$ cat config.mk
export PLATFORM = sky130hd
export DESIGN_NAME = swr_stop_wake
export DESIGN_NICKNAME = d
export VERILOG_FILES = /design/src/core/swr_pkg.sv /design/src/core/swr_stop_wake.sv
export SDC_FILE = /design/constraint.sdc
export NUM_CORES = 1
export LEC_CHECK = 0
export BUFFER_PORTS_ARGS = -buffer_cell sky130_fd_sc_hd__buf_2
export CAP_MARGIN = 0
export CELL_PAD_IN_SITES_DETAIL_PLACEMENT = 0
export CELL_PAD_IN_SITES_GLOBAL_PLACEMENT = 1
export CORE_MARGIN = 8
export CORE_UTILIZATION = 30
export CTS_BUF_LIST = sky130_fd_sc_hd__clkbuf_8
export CTS_CLUSTER_DIAMETER = 50
export DETAILED_ROUTE_END_ITERATION = 7
export HOLD_SLACK_MARGIN = 0.12
export PLACE_DENSITY_LB_ADDON = 0.08
export SLEW_MARGIN = 15
export SYNTH_ARGS = -nofsm -noshare
export SYNTH_HDL_FRONTEND = slang
export SYNTH_SLANG_ARGS = --single-unit
export TNS_END_PERCENT = 20
$ cat constraint.sdc
create_clock -name clk_sys -period 2.3 [get_ports clk_sys]
set_clock_uncertainty 0.2 [all_clocks]
set_input_delay 0.23 -clock clk_sys [delete_from_list [all_inputs] [get_ports clk_sys]]
set_output_delay 0.23 -clock clk_sys [all_outputs]
set_load 0.005 [all_outputs]
$ cat src/core/swr_pkg.sv
package swr_pkg;

  // ****************************************************
  // register map
  // ****************************************************
  localparam logic [7:0] ADDR_CONFIG = 8'h0B;
  localparam logic [7:0] ADDR_CONFIG_SECOND = 8'h0D;
  localparam logic [7:0] ADDR_IRQ_STATUS = 8'h0E;
  localparam logic [7:0] ADDR_IRQ_MASK = 8'h0F;
  localparam logic [3:0] BANK_F = 4'hF;

  // ****************************************************
  // field positions
  // ****************************************************
  localparam int POS_DIV16 = 0;
  localparam int POS_SRC_LO = 2;
  localparam int POS_DELAY = 5;
  localparam int POS_LEVEL = 6;
  localparam int POS_FLAG = 7;

  // ****************************************************
  // reset values
  // ****************************************************
  localparam logic [2:0] RST_SRC = 3'h0;
  localparam logic RST_LEVEL = 1'b0;
  localparam logic RST_DELAY = 1'b1;
  localparam logic RST_DIV16 = 1'b0;
  localparam logic [1:0] RST_MASK = 2'h0;

  // ****************************************************
  // timing
  // ****************************************************
  localparam int CLK_MHZ = 200;
  localparam int POR_INTERVAL_US = 5000;
  localparam int POR_CYCLES = POR_INTERVAL_US * CLK_MHZ;
  localparam int DIV_RATIO = 16;

  typedef struct packed {
    logic [2:0] src;
    logic level;
  } swr_src_cfg_t;

  typedef struct packed {
    logic [7:0] addr;
    logic [7:0] wdata;
    logic wr;
    logic rd;
  } swr_bus_req_t;

  typedef enum logic [1:0] {
    SWR_RUN = 2'b00,
    SWR_STOP = 2'b01,
    SWR_DELAY = 2'b10
  } swr_state_t;

endpackage

$ cat src/core/swr_stop_wake.sv
`timescale 1ns/10ps
// Overview of operation
// - recovery flag set on wake, cleared by power-on
// - config bits write-only, flag read-only
// - bit 6 picks required wake level
// - bit 5 enables reset delay after wake
// - bits 4..2 pick primary wake source
// - bit 0 divides system/timer clocks by 16
// - primary config at bank F address 0B
// - codes 000 por, 001/010 port 2 nand
// - codes 011..111 port 3/0/2 nand/nor terms
// - second level bit, 0 low, 1 high
// - either selected source wakes the part
// - second config at bank F address 0D
// - second config resets, not on wake
// - no delay resumes at once, else por wait
module swr_stop_wake #(
  parameter int POR_CYCLES = swr_pkg::POR_CYCLES
) (
  input wire logic clk_sys,
  input wire logic rst_b,
  input wire logic por_b,
  input wire logic [3:0] bus_bank,
  input wire swr_pkg::swr_bus_req_t bus_req,
  output logic [7:0] bus_rdata,
  input wire logic stop_enter,
  input wire logic [7:0] pin_p0,
  input wire logic [7:0] pin_p2,
  input wire logic [7:0] pin_p3,
  output logic cpu_run,
  output logic recovery_reset,
  output logic sys_tick,
  output logic timer_tick_clock,
  output logic irq
);

  // ****************************************************
  // pin synchronisers
  // ****************************************************
  logic [23:0] pin_meta, next_pin_meta;
  logic [23:0] pin_sync, next_pin_sync;
  always_comb begin
    next_pin_meta = {pin_p3, pin_p2, pin_p0};
    next_pin_sync = pin_meta;
  end
  always_ff @(posedge clk_sys) begin
    pin_meta <= next_pin_meta;
    pin_sync <= next_pin_sync;
  end
  logic [7:0] p0;
  logic [7:0] p2;
  logic [7:0] p3;
  assign p0 = pin_sync[7:0];
  assign p2 = pin_sync[15:8];
  assign p3 = pin_sync[23:16];

  // ****************************************************
  // configuration registers
  // ****************************************************
  swr_pkg::swr_src_cfg_t cfg1, next_cfg1, cfg2, next_cfg2;
  logic delay_en, next_delay_en;
  logic div16, next_div16;
  logic [1:0] mask, next_mask;
  logic wr_cfg1;
  logic wr_cfg2;
  logic in_bank;

  assign in_bank = bus_bank == swr_pkg::BANK_F;
  assign wr_cfg1 = bus_req.wr && in_bank &&
                   bus_req.addr == swr_pkg::ADDR_CONFIG;
  assign wr_cfg2 = bus_req.wr && in_bank &&
                   bus_req.addr == swr_pkg::ADDR_CONFIG_SECOND;

  always_comb begin
    next_cfg1 = cfg1;
    next_cfg2 = cfg2;
    next_delay_en = delay_en;
    next_div16 = div16;
    next_mask = mask;
    if (wr_cfg1) begin
      next_cfg1.src = bus_req.wdata[swr_pkg::POS_SRC_LO +: 3];
      next_cfg1.level = bus_req.wdata[swr_pkg::POS_LEVEL];
      next_delay_en = bus_req.wdata[swr_pkg::POS_DELAY];
      next_div16 = bus_req.wdata[swr_pkg::POS_DIV16];
    end
    // reserved bits are ignored; software keeps them zero
    if (wr_cfg2) begin
      next_cfg2.src = bus_req.wdata[swr_pkg::POS_SRC_LO +: 3];
      next_cfg2.level = bus_req.wdata[swr_pkg::POS_LEVEL];
    end
    if (bus_req.wr && bus_req.addr == swr_pkg::ADDR_IRQ_MASK) begin
      next_mask = bus_req.wdata[1:0];
    end
  end

  // only rst_b reloads defaults; a wake never touches these
  always_ff @(posedge clk_sys) begin
    if (!rst_b) begin
      cfg1 <= '{src: swr_pkg::RST_SRC, level: swr_pkg::RST_LEVEL};
      cfg2 <= '{src: swr_pkg::RST_SRC, level: swr_pkg::RST_LEVEL};
      delay_en <= swr_pkg::RST_DELAY;
      div16 <= swr_pkg::RST_DIV16;
      mask <= swr_pkg::RST_MASK;
    end else begin
      cfg1 <= next_cfg1;
      cfg2 <= next_cfg2;
      delay_en <= next_delay_en;
      div16 <= next_div16;
      mask <= next_mask;
    end
  end

  // ****************************************************
  // wake source gates
  // ****************************************************
  function automatic logic src_gate(input logic [2:0] code,
                                    input logic [7:0] a0,
                                    input logic [7:0] a2,
                                    input logic [7:0] a3);
    logic [4:0] mix;
    mix = {a3[3:1], a0[7], a0[0]};
    unique case (code)
      3'h0: src_gate = 1'b0;
      3'h1: src_gate = ~&a2[3:0];
      3'h2: src_gate = ~&a2;
      3'h3: src_gate = ~|a3[3:1];
      3'h4: src_gate = ~&a3[3:1];
      3'h5: src_gate = ~|mix;
      3'h6: src_gate = ~&mix;
      3'h7: src_gate = ~&{a3[3:1], a2[2:0]};
    endcase
  endfunction

  logic hit1;
  logic hit2;
  logic wake_hit;
  // level 0 needs a low gate output, level 1 a high one
  assign hit1 = (cfg1.src != 3'h0) &&
                !(src_gate(cfg1.src, p0, p2, p3) ^ cfg1.level);
  assign hit2 = (cfg2.src != 3'h0) &&
                !(src_gate(cfg2.src, p0, p2, p3) ^ cfg2.level);
  assign wake_hit = hit1 || hit2;

  // ****************************************************
  // stop sequencer
  // ****************************************************
  localparam int CW = $clog2(POR_CYCLES + 1);
  swr_pkg::swr_state_t state, next_state;
  logic [CW-1:0] dly, next_dly;
  logic flag, next_flag;
  logic wake_evt;

  assign wake_evt = state == swr_pkg::SWR_STOP && wake_hit;

  always_comb begin
    next_state = state;
    next_dly = dly;
    unique case (state)
      swr_pkg::SWR_RUN: begin
        if (stop_enter) begin
          next_state = swr_pkg::SWR_STOP;
        end
      end
      swr_pkg::SWR_STOP: begin
        if (wake_hit) begin
          if (delay_en) begin
            next_state = swr_pkg::SWR_DELAY;
            next_dly = CW'(POR_CYCLES - 1);
          end else begin
            next_state = swr_pkg::SWR_RUN;
          end
        end
      end
      swr_pkg::SWR_DELAY: begin
        if (dly == '0) begin
          next_state = swr_pkg::SWR_RUN;
        end else begin
          next_dly = dly - CW'(1);
        end
      end
      default: next_state = swr_pkg::SWR_RUN;
    endcase
  end

  always_ff @(posedge clk_sys) begin
    if (!rst_b) begin
      state <= swr_pkg::SWR_RUN;
      dly <= '0;
    end else begin
      state <= next_state;
      dly <= next_dly;
    end
  end

  // flag survives rst_b; only por_b clears it
  always_comb begin
    next_flag = flag || wake_evt;
  end
  always_ff @(posedge clk_sys) begin
    if (!por_b) begin
      flag <= 1'b0;
    end else begin
      flag <= next_flag;
    end
  end

  assign cpu_run = state == swr_pkg::SWR_RUN;
  assign recovery_reset = state == swr_pkg::SWR_DELAY;

  // ****************************************************
  // clock divider
  // ****************************************************
  // the ratio is only switched at a period boundary so a tick is
  // never shortened
  logic [3:0] div_cnt, next_div_cnt;
  logic div_act, next_div_act;
  logic tick, next_tick;
  logic div_wrap;

  assign div_wrap = !div_act || div_cnt == 4'(swr_pkg::DIV_RATIO - 1);
  always_comb begin
    next_div_cnt = div_wrap ? 4'h0 : div_cnt + 4'h1;
    next_div_act = div_wrap ? div16 : div_act;
    next_tick = div_wrap;
  end
  always_ff @(posedge clk_sys) begin
    if (!rst_b) begin
      div_cnt <= 4'h0;
      div_act <= swr_pkg::RST_DIV16;
      tick <= 1'b0;
    end else begin
      div_cnt <= next_div_cnt;
      div_act <= next_div_act;
      tick <= next_tick;
    end
  end
  assign sys_tick = tick;
  assign timer_tick_clock = tick;

  // ****************************************************
  // interrupt status and read port
  // ****************************************************
  logic [1:0] irq_st, next_irq_st;
  logic [7:0] rdata, next_rdata;
  logic rd_st;

  assign rd_st = bus_req.rd && bus_req.addr == swr_pkg::ADDR_IRQ_STATUS;
  always_comb begin
    next_irq_st = rd_st ? 2'h0 : irq_st;
    next_irq_st = next_irq_st | {state == swr_pkg::SWR_DELAY &&
                                 next_state == swr_pkg::SWR_RUN,
                                 wake_evt};
    next_rdata = 8'h00;
    if (bus_req.rd) begin
      if (in_bank && bus_req.addr == swr_pkg::ADDR_CONFIG) begin
        next_rdata[swr_pkg::POS_FLAG] = flag;
      end else if (bus_req.addr == swr_pkg::ADDR_IRQ_STATUS) begin
        next_rdata = {6'h00, irq_st};
      end else if (bus_req.addr == swr_pkg::ADDR_IRQ_MASK) begin
        next_rdata = {6'h00, mask};
      end
    end
  end
  always_ff @(posedge clk_sys) begin
    if (!rst_b) begin
      irq_st <= 2'h0;
      rdata <= 8'h00;
    end else begin
      irq_st <= next_irq_st;
      rdata <= next_rdata;
    end
  end
  assign bus_rdata = rdata;
  assign irq = |(irq_st & mask);
endmodule
==> metrics.csv <==
metric,value,unit
insertion_delay,0.35,ns
worstPathMaxFanout,6,
cts_buffer_depth,2,
cpMaxStageDelayCell,or4_4,
nNetsFinal,473,
hold_viol_final,0,
slew_headroom,62.74,%
fin_setup_tns,-0.1538,ns
die_y,113.4,microns
failed_checks,setup timing,
grt_pass1_wl,12.41,mm
critPathBufInv,1,
path_class,reg -> reg,
grt_overflow,0,
wl,7.600,mm
powerDensity,572.7,nW/um^2
dp_slack,-0.1794,ns
start_kind,register,
antenna-diode-count,0,
root_buffer,clkbuf_8,
rr_endpoint,dly[17],
rsz0062_at_grt,yes,
startpoint,dly[1],
vias,2486,
total_power,2.390,mW
finalSetupViolCount,9,
drc,0,
drive_gt1_share,32.94,%
critPathCaptureType,register,
fin_ws,-0.03586,ns
crit_required,2.32,ns
antenna_found_initial,0,
nFillCells,914,
first_global_vias,2538,
drv_slew,0,
clock_sinks,72,
area_growth,46.66,%
post_drt_via_cell_ratio,4.487,
period_needed,2.336,ns
core,9240,sq um
max_stage_delay,0.49,ns
crit_cells,8,
dieArea,12860,sq um
r2r-start,dly[1],
cp.arrival,2.36,ns
avgSynthCellArea,9.484,sq um
r2r_cells,8,
track_usage,12.24,%
synth-edff-count,0,
worstMarginPinSlew,0.5581,ns
cap_viol_max_count,0,
ys_seq_area_share,50.66,%
place.gp.congestion,0.7834,
wire_per_inst,13.72,microns
fmax,428.1,MHz
dr.pass1.iters,4,
ys_types,55,
drt.antenna.violating_nets,0,
synthFlopType,dfxtp_1,
postSynthCellCount,300,
seqCellArea,1451,sq um
yosys_register_bits,72,
path_delay_family,simple AND/OR/NAND/NOR gates,
status,"finished, violations left",
fin_cells,554,
grt_start_max_net_pins,29,
synth_area,2845,sq um
ir_worst_vdd,0.2950,mV
leakage,1.779,nW
yosys_warnings,0,
numCtsBuffers,9,
cts_max_level,3,
hp-class,reg -> reg,
r2r_slack,-0.04,ns
die_w,113.4,microns
endpoint,dly[17],
initial_core_util,30.79,%
tritoncts,built,
io_pins,63,
dp_hpwl,5.113,mm
crit_chain,inv_2 > ha_4 > or4b_4 > or4_4 > and4_4 > nor3b_1 > xnor2_1 > a21oi_1,
clkTransAtPathRegs,0.09,ns
finalCritPeriodShare,101.6,%
buffer_ports.inserted,45,
drt_iter0_markers,78,
row_count,35,
multi_input_area,1446,sq um
placed_cells,500,
async_flop_share,0,%
==> report_power, final <==
group          total [mW]  switching, mW  internal [mW]
clock network       0.977          0.553          0.424
logic               0.128         0.0535         0.0746
registers            1.28         0.0129           1.27
total                2.39          0.619           1.77
==> Yosys cell counts, types with 2 or more instances <==
cell type | n | area [sq um]
a211oi_1 | 2 | 15.01
a21oi_1 | 18 | 90.09
a31oi_1 | 6 | 37.54
and3_1 | 9 | 56.30
and4_1 | 2 | 17.52
buf_2 | 2 | 10.01
buf_4 | 6 | 45.04
clkbuf_1 | 4 | 15.01
dfxtp_1 | 72 | 1441
ha_1 | 3 | 37.54
inv_1 | 9 | 33.78
mux2i_1 | 12 | 120.1
nand2_1 | 27 | 101.4
nand3_1 | 9 | 45.04
nand4_1 | 2 | 12.51
nor2_1 | 36 | 135.1
nor2b_1 | 5 | 31.28
nor3_1 | 8 | 40.04
nor3b_1 | 3 | 22.52
nor4_1 | 4 | 25.02
o21ai_0 | 8 | 40.04
or3_1 | 2 | 12.51
or3b_2 | 2 | 17.52
xnor2_1 | 10 | 87.58
xor2_1 | 9 | 78.83
==> per-stage QoR <==
stage	hold WS, ns	instance area [sq um]	util (%)
finish	0.1291	4173	45.16
global route	0.1366	4173	45.16
CTS	0.1268	4041	43.74
detailed placement	0.1121	3448	37.32
global placement	0.1113	3448	37.32
floorplan	0.05772	2864	-
==> cells in the final DEF, fill, tap and decap left out, types with 6 or more instances in the layout <==
master         count
inv_1              6
nor2_1            33
buf_2             44
mux2i_1           12
o21ai_0            6
and3_1             8
xor2_1             9
dlygate4sd3_1     33
nand2_1           26
a21oi_1           18
nand3_1            6
xnor2_1            9
dfxtp_1           68
clkbuf_8           9
a31oi_1            6
buf_4             34
==> flip-flops by register name, indices dropped and copies added (netlist names), 3 cells and up <==
register       cells
cfg2               4
div_cnt            4
next_pin_sync     13
pin_sync          13
cfg1               4
bus_rdata          3
dly               20
==> what timing repair did <==
action / 4_1_cts / 5_1_grt
endpoints found under the hold margin: 43 / 0
cloned: 1 / 1
hold buffers: 34 / 0
resized for setup: 12 / 27
pin swaps: 3 / 11
endpoints found under the setup margin: 24 / 28
buffers inserted: 0 / 2
==> routing by layer <==
layer / track usage (%) / part of all wire [%] / up-vias
li1: - / - / 1280
met1: 15.12 / 49 / 1152
met2: 19.13 / 45 / 44
met3: 4.279 / 4.9 / 10
met4: 4.796 / 1.6 / 0
met5: 0 / 0 / -
==> cell families (layout without fill, tap and decap cells) <==
logic type	count (synthesis)	after routing	share of synthesized area [%]
compound gates	47	47	10.20
xor+xnor	19	19	5.849
fa+ha+maj	3	3	1.319
buf+inv	24	143	4.309
flops	72	72	50.66
mux	13	13	4.618
other cells	1	5	0.1318
simple gates	121	123	22.91
==> worst min-delay path by stage <==
stage / slack [ns] / cells after the start / endpoint / start
after floorplan: 0.06 / 0 / next_pin_sync[0] / pin_p0[0]
after global placement: 0.11 / 0 / pin_sync[0] / next_pin_sync[0]
after detailed placement: 0.11 / 0 / pin_sync[13] / next_pin_sync[13]
after CTS: 0.13 / 4 / mask[1] / bus_req[1]
after global routing: 0.14 / 0 / pin_sync[8] / next_pin_sync[8]
final: 0.13 / 0 / pin_sync[18] / next_pin_sync[18]
==> final cells by class <==
class,instances,share of cell area (%)
flip-flops and latches,72,34.78
multi-input cells,210,34.66
repair buffers,117,21.08
well taps,129,3.868
clock buffers,9,2.969
clock inverters,7,1.739
inverters,10,0.8996
Note: power is estimated with default switching activity, not from simulation.
